--- src/design/hsps_pkg.sv ---
package hsps_pkg;

	// Clock rate in kHz, used to turn times into cycle counts.
	localparam int unsigned CLK_KHZ = 40000;

	// Card-detect qualification delay in microseconds.
	localparam int unsigned CARD_DETECT_DELAY_US = 100;
	// Cycles in the card-detect delay, rounded up.
	localparam int unsigned CARD_DETECT_DELAY_CYC = (CARD_DETECT_DELAY_US * CLK_KHZ + 999) / 1000;

	// Cool-down period before a retry, in microseconds.
	localparam int unsigned COOLDOWN_PERIOD_US = 1000;
	// Cycles in the cool-down period, rounded up.
	localparam int unsigned COOLDOWN_PERIOD_CYC = (COOLDOWN_PERIOD_US * CLK_KHZ + 999) / 1000;

	// Converter-enable delay step in microseconds; slot k waits k+1 steps.
	localparam int unsigned CONV_ENABLE_DELAY_US = 10;
	// Cycles per converter-enable delay step, rounded up.
	localparam int unsigned CONV_ENABLE_DELAY_CYC = (CONV_ENABLE_DELAY_US * CLK_KHZ + 999) / 1000;

	// Width of the delay counters.
	localparam int unsigned CNT_W = 24;
	// Number of converter-enable outputs.
	localparam int unsigned NUM_CONV = 4;

	// Sequencer states, one-hot.
	typedef enum logic [5:0] {
		ST_IDLE     = 6'h01,
		ST_QUALIFY  = 6'h02,
		ST_RAMP     = 6'h04,
		ST_RUN      = 6'h08,
		ST_LATCHED  = 6'h10,
		ST_COOLDOWN = 6'h20
	} hsps_state_t;

endpackage : hsps_pkg

--- src/design/hsps_seq_if.sv ---
`timescale 1ns/10ps
`default_nettype none

// Carries the start request and the delay setting to one converter-enable slot.
interface hsps_seq_if;
	logic                     start;  // High while the converters may be enabled.
	logic [hsps_pkg::CNT_W-1:0] delay; // Cycles from start to assertion.
	logic                     done;   // High once the slot has asserted.

	modport ctl (output start, output delay, input done);
	modport slot (input start, input delay, output done);
endinterface : hsps_seq_if

`default_nettype wire

--- src/design/hsps_conv_slot.sv ---
`timescale 1ns/10ps
`default_nettype none

// One converter-enable slot: counts its own delay once started, clears at once when start drops.
module hsps_conv_slot (
	input  wire logic MCLK,
	input  wire logic RESET,
	hsps_seq_if.slot  sq
);
	// All state of the slot.
	typedef struct packed {
		logic [hsps_pkg::CNT_W-1:0] cnt;  // Cycles elapsed since start.
		logic                       done; // Slot asserted.
	} hsps_slot_t;

	hsps_slot_t s;      // Registered state.
	hsps_slot_t next_s; // Next state.

	// Count up while started; assert on reaching the delay.
	always_comb begin
		next_s = s;
		if (!sq.start) begin
			next_s = '0;
		end else if (!s.done) begin
			if (s.cnt >= sq.delay) begin
				next_s.done = 1'b1;
			end else begin
				next_s.cnt = s.cnt + 1'b1;
			end
		end
	end

	// Register the state.
	always_ff @(posedge MCLK) begin
		if (RESET) begin
			s <= '0;
		end else begin
			s <= next_s;
		end
	end

	assign sq.done = s.done;
endmodule : hsps_conv_slot

`default_nettype wire

--- src/design/hsps_sequencer.sv ---
// Notes on behaviour
// Watch both feeds, pick one in range.
// Drive gate of the chosen feed.
// Move to most negative valid feed.
// Main gate off until qualified after power-up.
// Undervoltage and overvoltage both in range.
// Both card-seated inputs must be high.
// Conditions held for card-detect delay, then gate.
// Converters on when drain low, gate good.
// Run only while all conditions stay normal.
// Any fault turns switches and converters off. Here only the main gate and converters drop; the feed gates stay on unless master enable is low.
// Faults: supply range, drain, card detect.
// Master enable low shuts gates off.
// Any secondary feedback low shuts down.
// Overcurrent shuts down.
// After shutdown latch off or retry.
// Reset clears latch, disables all outputs.
// Active-low fault output reflects fault state.
// Each converter: polarity, slot, own delay.
// Lapse during delay restarts the count.
// Shutdown drops converter enables with gates.
`timescale 1ns/10ps
`default_nettype none

module hsps_sequencer (
	input  wire logic                      MCLK,
	input  wire logic                      RESET,
	input  wire logic                      FEED_A_VALID,
	input  wire logic                      FEED_B_VALID,
	input  wire logic                      FEED_B_MORE_NEG,
	input  wire logic                      UNDERVOLTAGE_MONITOR_OK,
	input  wire logic                      OVERVOLTAGE_MONITOR_OK,
	input  wire logic                      CARD_SEATED_IN0,
	input  wire logic                      CARD_SEATED_IN1,
	input  wire logic                      DRAIN_SENSE_LOW,
	input  wire logic                      GATE_GOOD_THRESHOLD,
	input  wire logic                      MASTER_ENABLE_IN,
	input  wire logic [3:0]                SECONDARY_FEEDBACK_IN,
	input  wire logic                      OVERCURRENT,
	input  wire logic                      LATCH_MODE,
	input  wire logic [3:0]                CONV_POLARITY,
	input  wire logic [7:0]                CONV_POSITION,
	output logic                           FEED_A_GATE_OUT,
	output logic                           FEED_B_GATE_OUT,
	output logic                           MAIN_SWITCH_GATE_OUT,
	output logic                           CONV_ENABLE_A,
	output logic                           CONV_ENABLE_B,
	output logic                           CONV_ENABLE_C,
	output logic                           CONV_ENABLE_D,
	output logic                           FAULT_N,
	output logic [5:0]                     STATUS
);
	// All state of the sequencer.
	typedef struct packed {
		hsps_pkg::hsps_state_t       st;      // Sequencer state.
		logic [hsps_pkg::CNT_W-1:0]  cnt;     // Qualify or cool-down counter.
		logic                        sel_b;   // Feed B is the chosen source.
		logic                        feed_on; // A feed is chosen.
		logic                        fault;   // Fault seen since last start.
		logic [5:0]                  cause;   // Sticky fault causes.
		logic [3:0]                  conv;    // Converter enables, active high.
	} hsps_top_t;

	hsps_top_t s;      // Registered state.
	hsps_top_t next_s; // Next state.

	hsps_seq_if sq [hsps_pkg::NUM_CONV] (); // One carrier per converter slot.
	logic [3:0] slot_done;                  // Slot has timed out, by position.

	// Combinational views of the pins, recomputed every cycle.
	logic       on_ok;     // All turn-on conditions hold.
	logic [5:0] fault_now; // Fault and shutdown causes this cycle, raw.
	logic [5:0] fault_eff; // Causes that count as faults in the present state.
	logic       any_fault; // Any effective cause present.

	// Turn-on conditions and shutdown causes.
	// The bit order of the cause vector is the bit order of the status outputs.
	always_comb begin
		on_ok = UNDERVOLTAGE_MONITOR_OK && OVERVOLTAGE_MONITOR_OK
			&& CARD_SEATED_IN0 && CARD_SEATED_IN1
			&& MASTER_ENABLE_IN && s.feed_on;
		fault_now[0] = !(UNDERVOLTAGE_MONITOR_OK && OVERVOLTAGE_MONITOR_OK);
		fault_now[1] = !DRAIN_SENSE_LOW;
		fault_now[2] = !(CARD_SEATED_IN0 && CARD_SEATED_IN1);
		fault_now[3] = !MASTER_ENABLE_IN;
		fault_now[4] = !(&SECONDARY_FEEDBACK_IN);
		fault_now[5] = OVERCURRENT;
		// Drain sense stays high while the main gate ramps, so a high drain only counts once a converter runs.
		fault_eff    = fault_now;
		fault_eff[1] = fault_now[1] && (|s.conv);
		any_fault    = |fault_eff;
	end

	// Slot k counts delay k+1 steps; each output picks one of the four slots.
	// All slots start together, so the order comes only from the delays.
	genvar k;
	generate
		for (k = 0; k < hsps_pkg::NUM_CONV; k++) begin : g_slot
			assign sq[k].start = s.st[3] && DRAIN_SENSE_LOW && GATE_GOOD_THRESHOLD;
			assign sq[k].delay = hsps_pkg::CNT_W'((k + 1) * hsps_pkg::CONV_ENABLE_DELAY_CYC);
			assign slot_done[k] = sq[k].done;
			hsps_conv_slot u_slot (
				.MCLK  (MCLK),
				.RESET (RESET),
				.sq    (sq[k])
			);
		end
	endgenerate

	// Next-state logic: feed arbitration, qualification, run and recovery.
	always_comb begin
		next_s = s;
		// Feed choice runs in every state.
		if (FEED_A_VALID && FEED_B_VALID) begin
			// Both in range: follow the more negative feed.
			next_s.sel_b = FEED_B_MORE_NEG;
		end else begin
			// Otherwise take whichever one is in range.
			next_s.sel_b = FEED_B_VALID;
		end
		next_s.feed_on = FEED_A_VALID || FEED_B_VALID;
		// Each output follows the slot named by its two position bits.
		for (int i = 0; i < 4; i++) begin
			next_s.conv[i] = slot_done[CONV_POSITION[2*i +: 2]];
		end
		// Sequencer state walk.
		case (s.st)
			hsps_pkg::ST_IDLE: begin
				// Main gate stays off here until every turn-on condition holds.
				next_s.cnt = '0;
				if (on_ok) begin
					next_s.st = hsps_pkg::ST_QUALIFY;
				end
			end
			hsps_pkg::ST_QUALIFY: begin
				if (!on_ok) begin
					// A lapse sends the count back to zero.
					next_s.cnt = '0;
					next_s.st  = hsps_pkg::ST_IDLE;
				end else if (s.cnt >= hsps_pkg::CNT_W'(hsps_pkg::CARD_DETECT_DELAY_CYC - 1)) begin
					// Full delay seen: start a fresh run with clean fault flags.
					next_s.st    = hsps_pkg::ST_RUN;
					next_s.fault = 1'b0;
					next_s.cause = '0;
				end else begin
					// Still counting the qualification delay.
					next_s.cnt = s.cnt + 1'b1;
				end
			end
			hsps_pkg::ST_RUN: begin
				// Leave the run state on any effective cause, or when both feeds are lost.
				if (any_fault || !s.feed_on) begin
					// Only the causes that counted are reported, so a ramping drain is not blamed.
					next_s.cause = fault_eff;
					next_s.fault = 1'b1;
					next_s.conv  = '0;
					next_s.cnt   = '0;
					next_s.st    = LATCH_MODE ? hsps_pkg::ST_LATCHED : hsps_pkg::ST_COOLDOWN;
				end
			end
			hsps_pkg::ST_LATCHED: begin
				// Only reset leaves this state.
				next_s.conv = '0;
			end
			hsps_pkg::ST_COOLDOWN: begin
				// Count out the cool-down, then try a fresh start.
				next_s.conv = '0;
				if (s.cnt >= hsps_pkg::CNT_W'(hsps_pkg::COOLDOWN_PERIOD_CYC - 1)) begin
					next_s.st  = hsps_pkg::ST_IDLE;
					next_s.cnt = '0;
				end else begin
					next_s.cnt = s.cnt + 1'b1;
				end
			end
			default: begin
				// Unused codes fall back to a safe idle.
				next_s.st = hsps_pkg::ST_IDLE;
			end
		endcase
		// Converters may only run together with the main gate.
		if (next_s.st != hsps_pkg::ST_RUN) begin
			next_s.conv = '0;
		end
	end

	// Register the state; reset clears latched faults.
	// This register is the only place where a latched fault is cleared.
	always_ff @(posedge MCLK) begin
		if (RESET) begin
			s    <= '0;
			s.st <= hsps_pkg::ST_IDLE;
		end else begin
			s <= next_s;
		end
	end

	// Output flip-flops.
	// Reset drives every converter enable to the inactive level of its polarity.
	// A low master enable turns the feed gates off as well as the main gate.
	always_ff @(posedge MCLK) begin
		if (RESET) begin
			FEED_A_GATE_OUT      <= 1'b0;
			FEED_B_GATE_OUT      <= 1'b0;
			MAIN_SWITCH_GATE_OUT <= 1'b0;
			CONV_ENABLE_A        <= CONV_POLARITY[0] ? 1'b0 : 1'b1;
			CONV_ENABLE_B        <= CONV_POLARITY[1] ? 1'b0 : 1'b1;
			CONV_ENABLE_C        <= CONV_POLARITY[2] ? 1'b0 : 1'b1;
			CONV_ENABLE_D        <= CONV_POLARITY[3] ? 1'b0 : 1'b1;
			FAULT_N              <= 1'b1;
			STATUS               <= '0;
		end else begin
			FEED_A_GATE_OUT      <= next_s.feed_on && !next_s.sel_b && MASTER_ENABLE_IN;
			FEED_B_GATE_OUT      <= next_s.feed_on && next_s.sel_b && MASTER_ENABLE_IN;
			MAIN_SWITCH_GATE_OUT <= (next_s.st == hsps_pkg::ST_RUN);
			CONV_ENABLE_A        <= next_s.conv[0] ~^ CONV_POLARITY[0];
			CONV_ENABLE_B        <= next_s.conv[1] ~^ CONV_POLARITY[1];
			CONV_ENABLE_C        <= next_s.conv[2] ~^ CONV_POLARITY[2];
			CONV_ENABLE_D        <= next_s.conv[3] ~^ CONV_POLARITY[3];
			FAULT_N              <= !next_s.fault;
			STATUS               <= next_s.cause;
		end
	end
endmodule : hsps_sequencer

`default_nettype wire

--- config.mk ---
export PLATFORM = sky130hd
export DESIGN_NAME = hsps_sequencer
export DESIGN_NICKNAME = d
export VERILOG_FILES = /design/src/design/hsps_pkg.sv /design/src/design/hsps_seq_if.sv /design/src/design/hsps_conv_slot.sv /design/src/design/hsps_sequencer.sv
export SDC_FILE = /design/constraint.sdc
export NUM_CORES = 1
export LEC_CHECK = 0
export BUFFER_PORTS_ARGS = -buffer_cell sky130_fd_sc_hd__buf_2
export CAP_MARGIN = 20
export CORE_UTILIZATION = 30
export CTS_CLUSTER_DIAMETER = 120
export CTS_CLUSTER_SIZE = 16
export DETAILED_ROUTE_END_ITERATION = 10
export SYNTH_ARGS = -nofsm -noshare
export SYNTH_HDL_FRONTEND = slang
export SYNTH_SLANG_ARGS = --single-unit
--- constraint.sdc ---
create_clock -name MCLK -period 4.6 [get_ports MCLK]
set_clock_uncertainty 0.15 [all_clocks]
set_input_delay 1.15 -clock MCLK [delete_from_list [all_inputs] [get_ports MCLK]]
set_output_delay 1.15 -clock MCLK [all_outputs]
set_load 0.005 [all_outputs]
==> results by group <==
Clock network
  – CTS tree: done
  – Num CTS Buffers: 17
  – Clock Path Buffers: 2
  – Clk sinks: 150
  – Setup repair bufs after CTS: 0
  – Hold buffer count at CTS: 0
  – Worst skew pair latency: 0.41 ns
  – CTS H-tree lvls: 4
  – Root Buffer: clkbuf_16
  – Clock transition at path regs: 0.06 ns
  – CTS resizes: 0

Synth
  – Mapped Cells: 645
  – Synth Area per Inst: 9.428 um^2
  – Netlist cell types: 62
  – Async set or reset register ratio after synthesis: 0%
  – Sequential share of the synthesized area: 49.38%
  – Post-synth EDFFs: 0
  – Post-Syn Nets: about 680
  – Mapped cell area: approximately 0.006 mm^2
  – Syn. warnings: 0
  – Synth Flop Type: dfxtp_1
  – Seq cells post-synth: 150

Timing
  – Tcrit/Tclk final: 62.21%
  – Fin crit period: about 2.9 ns
  – Final setup fails: 0
  – Unrepaired setup endpoints after global routing: no
  – Setup TNS: 0 ns
  – Slew Limit Fails: 0
  – Max Clock Freq: approximately 0.35 GHz
  – WHS: approximately 0.30 ns
  – Final Hold Viols: 0
  – Worst Tran Pin Value: between 0.9 and 1 ns
  – Slew headroom: 37.85%

Outcome
  – Outcome: complete, no violations

Critical path
  – Cell Chain, Critical Path: buf_2 > nand4_1 > nor4_1 > o21ai_0 > o21ai_0 > nand2b_1 > a21oi_1
  – Startpoint Class: input pin
  – WP data arrival: 3.00 ns
  – Reg2Reg Depth: 6
  – Crit. End Element: flop
  – Worst path required time: approximately 4.7 ns
  – Setup Crit Path Kind: in -> reg
  – Crit-path slowest cell: nor4_1
  – Most frequent CP cell: o21ai_0
  – Critical path's largest stage delay: 0.79 ns
  – Worst reg2reg setup slack: around 1.9 ns
  – Crit-path max FO: 4

Power
  – PD cells: 374.2 mW/mm^2
  – Leakage power: 2.644 nW
  – Worst vdd ir: 0.3156 mV

Cells and area
  – Area delta synth->final: 16.58%
  – Nets: 724
  – Diodes inserted: 0
  – Layout cell share with drive strength beyond 1: between 10% and 20%

Drt
  – ANT nets after route: 0
  – Vias per Instance: 4.598
  – Drt first pass iters: 5
  – Routed WL: 11700 um
  – Remaining DRCs: 0
  – Via count: 4428
  – Routed len/inst: 12.15 um
  – Initial drt markers: 169

Global routing
  – Initial antenna violation count: 0
  – Total track usage: 11.99%
  – Busiest metal layer after global routing: met2
  – Met2 GRT Util: about 18%
  – Global routing usage on met1: 16.04%
  – Number of global-route vias before repair: roughly 4k
  – Total gr overflow: 0
  – Largest net degree at the start of global routing: 40
  – Global Route met3 Usage: about 3.5%
  – First-pass GRT wire length: just under 20000 um

Floorplanning
  – Num ports: 44
  – Initial Util: 30.94%
  – Die Wd: ~140 um
  – # rows: between 50 and 60
  – CORE AREA: 0.01965 mm^2
  – Die area: 0.02084 mm^2
  – Die Y: 144.4 um

Placement
  – Routability Congestion: 0.7869
  – I/O Buffers: 43
  – HPWL Detailed: 8069 um

Min path
  – Worst Hold Class: reg -> reg
  – Hold Crit Depth: 2

Job
  – Number of max-cap violations: 0
[report_power, final]
part           switching (mW)  internal (mW)
clock network           0.529          0.773
registers             0.00222           1.30
logic                  0.0252         0.0201
total                   0.557           2.10
[flip-flops by register name (all words and copies together), names as in the netlist]
name,count
CONV_ENABLE_B,1
FEED_A_GATE_OUT,1
FEED_B_GATE_OUT,1
CONV_ENABLE_A,1
s,36
CONV_ENABLE_C,1
CONV_ENABLE_D,1
FAULT_N,1
g_slot.u_slot.s,96
STATUS,6
g_slot.u_slot.sq.done,4
MAIN_SWITCH_GATE_OUT,1
[placed cells by master, fill, tap and decap left out, types with 4 or more instances in the layout]
cell	instances
xnor2_1	10
inv_1	20
buf_4	5
nand2b_1	5
nor2b_1	5
or4_1	4
and2_1	72
nand3_1	25
buf_2	43
ha_1	9
and3_1	12
mux4_2	4
xor2_1	26
or3_1	10
nor3_1	10
nor2_1	67
a31oi_1	7
nand2_1	31
dfxtp_1	150
clkbuf_16	17
nand4_1	27
or2_2	4
a21oi_1	18
nor4_1	19
o21a_1	9
o21ai_0	12
clkinv_2	4
a22oi_1	13
o31ai_1	5
[per-stage QoR]
stage	util, %	cell area [um^2]	setup WS (ns)	total power [mW]	cells
after global routing	36.07	7089	1.505	2.760	963
final	36.07	7089	1.738	2.653	963
after detailed placement	33.23	6530	1.269	1.380	931
after floorplan	-	6081	1.641	1.353	645
after CTS	36.07	7089	1.713	2.693	963
after global placement	33.23	6530	1.321	1.380	931
[path summary, 6_finish.rpt]
kind	from	end
min reg2reg	STATUS[0]	STATUS[0]
max reg2reg	s[25]	s[25]
min	STATUS[0]	STATUS[0]
max	SECONDARY_FEEDBACK_IN[2]	STATUS[0]
[cell families after synthesis]
group	after synthesis	share of synthesized area, %
xor+xnor	36	5.185
mux	6	1.811
simple gates	306	27.57
other cells	1	0.06167
flops	150	49.38
fa+ha+maj	9	1.852
compound gates	90	10.68
buf+inv	47	3.457
[synth_stat cells (5+ instances only)]
master / number / area (um^2)
a21oi_1: 18 / 90.09
a22oi_1: 13 / 97.59
a31oi_1: 7 / 43.79
and2_1: 72 / 450.4
and3_1: 12 / 75.07
buf_4: 6 / 45.04
clkbuf_1: 17 / 63.81
dfxtp_1: 150 / 3003
ha_1: 9 / 112.6
inv_1: 20 / 75.07
nand2_1: 31 / 116.4
nand2b_1: 5 / 31.28
nand3_1: 25 / 125.1
nand4_1: 27 / 168.9
nor2_1: 67 / 251.5
nor2b_1: 5 / 31.28
nor3_1: 10 / 50.05
nor4_1: 19 / 118.9
o21a_1: 9 / 67.56
o21ai_0: 12 / 60.06
o31ai_1: 5 / 37.54
or3_1: 10 / 62.56
xnor2_1: 10 / 87.58
xor2_1: 26 / 227.7
[critical path: cells and delay by family]
family,cells,cell delay (ns)
AND/OR/NAND/NOR,3,1.06
buffers and inverters,1,0.07
AO/OA/AOI/OAI,3,0.72
[cell type report]
class | count | area (um^2)
Fill cell | 2015 | 12560
Sequential cell | 150 | 3003
Multi-Input combinational cell | 448 | 2868
Clock buffer | 21 | 460.4
Tap cell | 265 | 331.6
Timing Repair Buffer | 48 | 252.7
Clock inverter | 11 | 98.84
Inverter | 20 | 75.07
[per-layer routing]
metal	share of wire, %	routed length (um)	vias to the layer above
met5	0	0	-
met4	0.62	72	0
met3	3.5	405	7
met2	43	5088	60
met1	52	6137	2026
li1	-	-	2335
(Power assumes the default switching activity.)
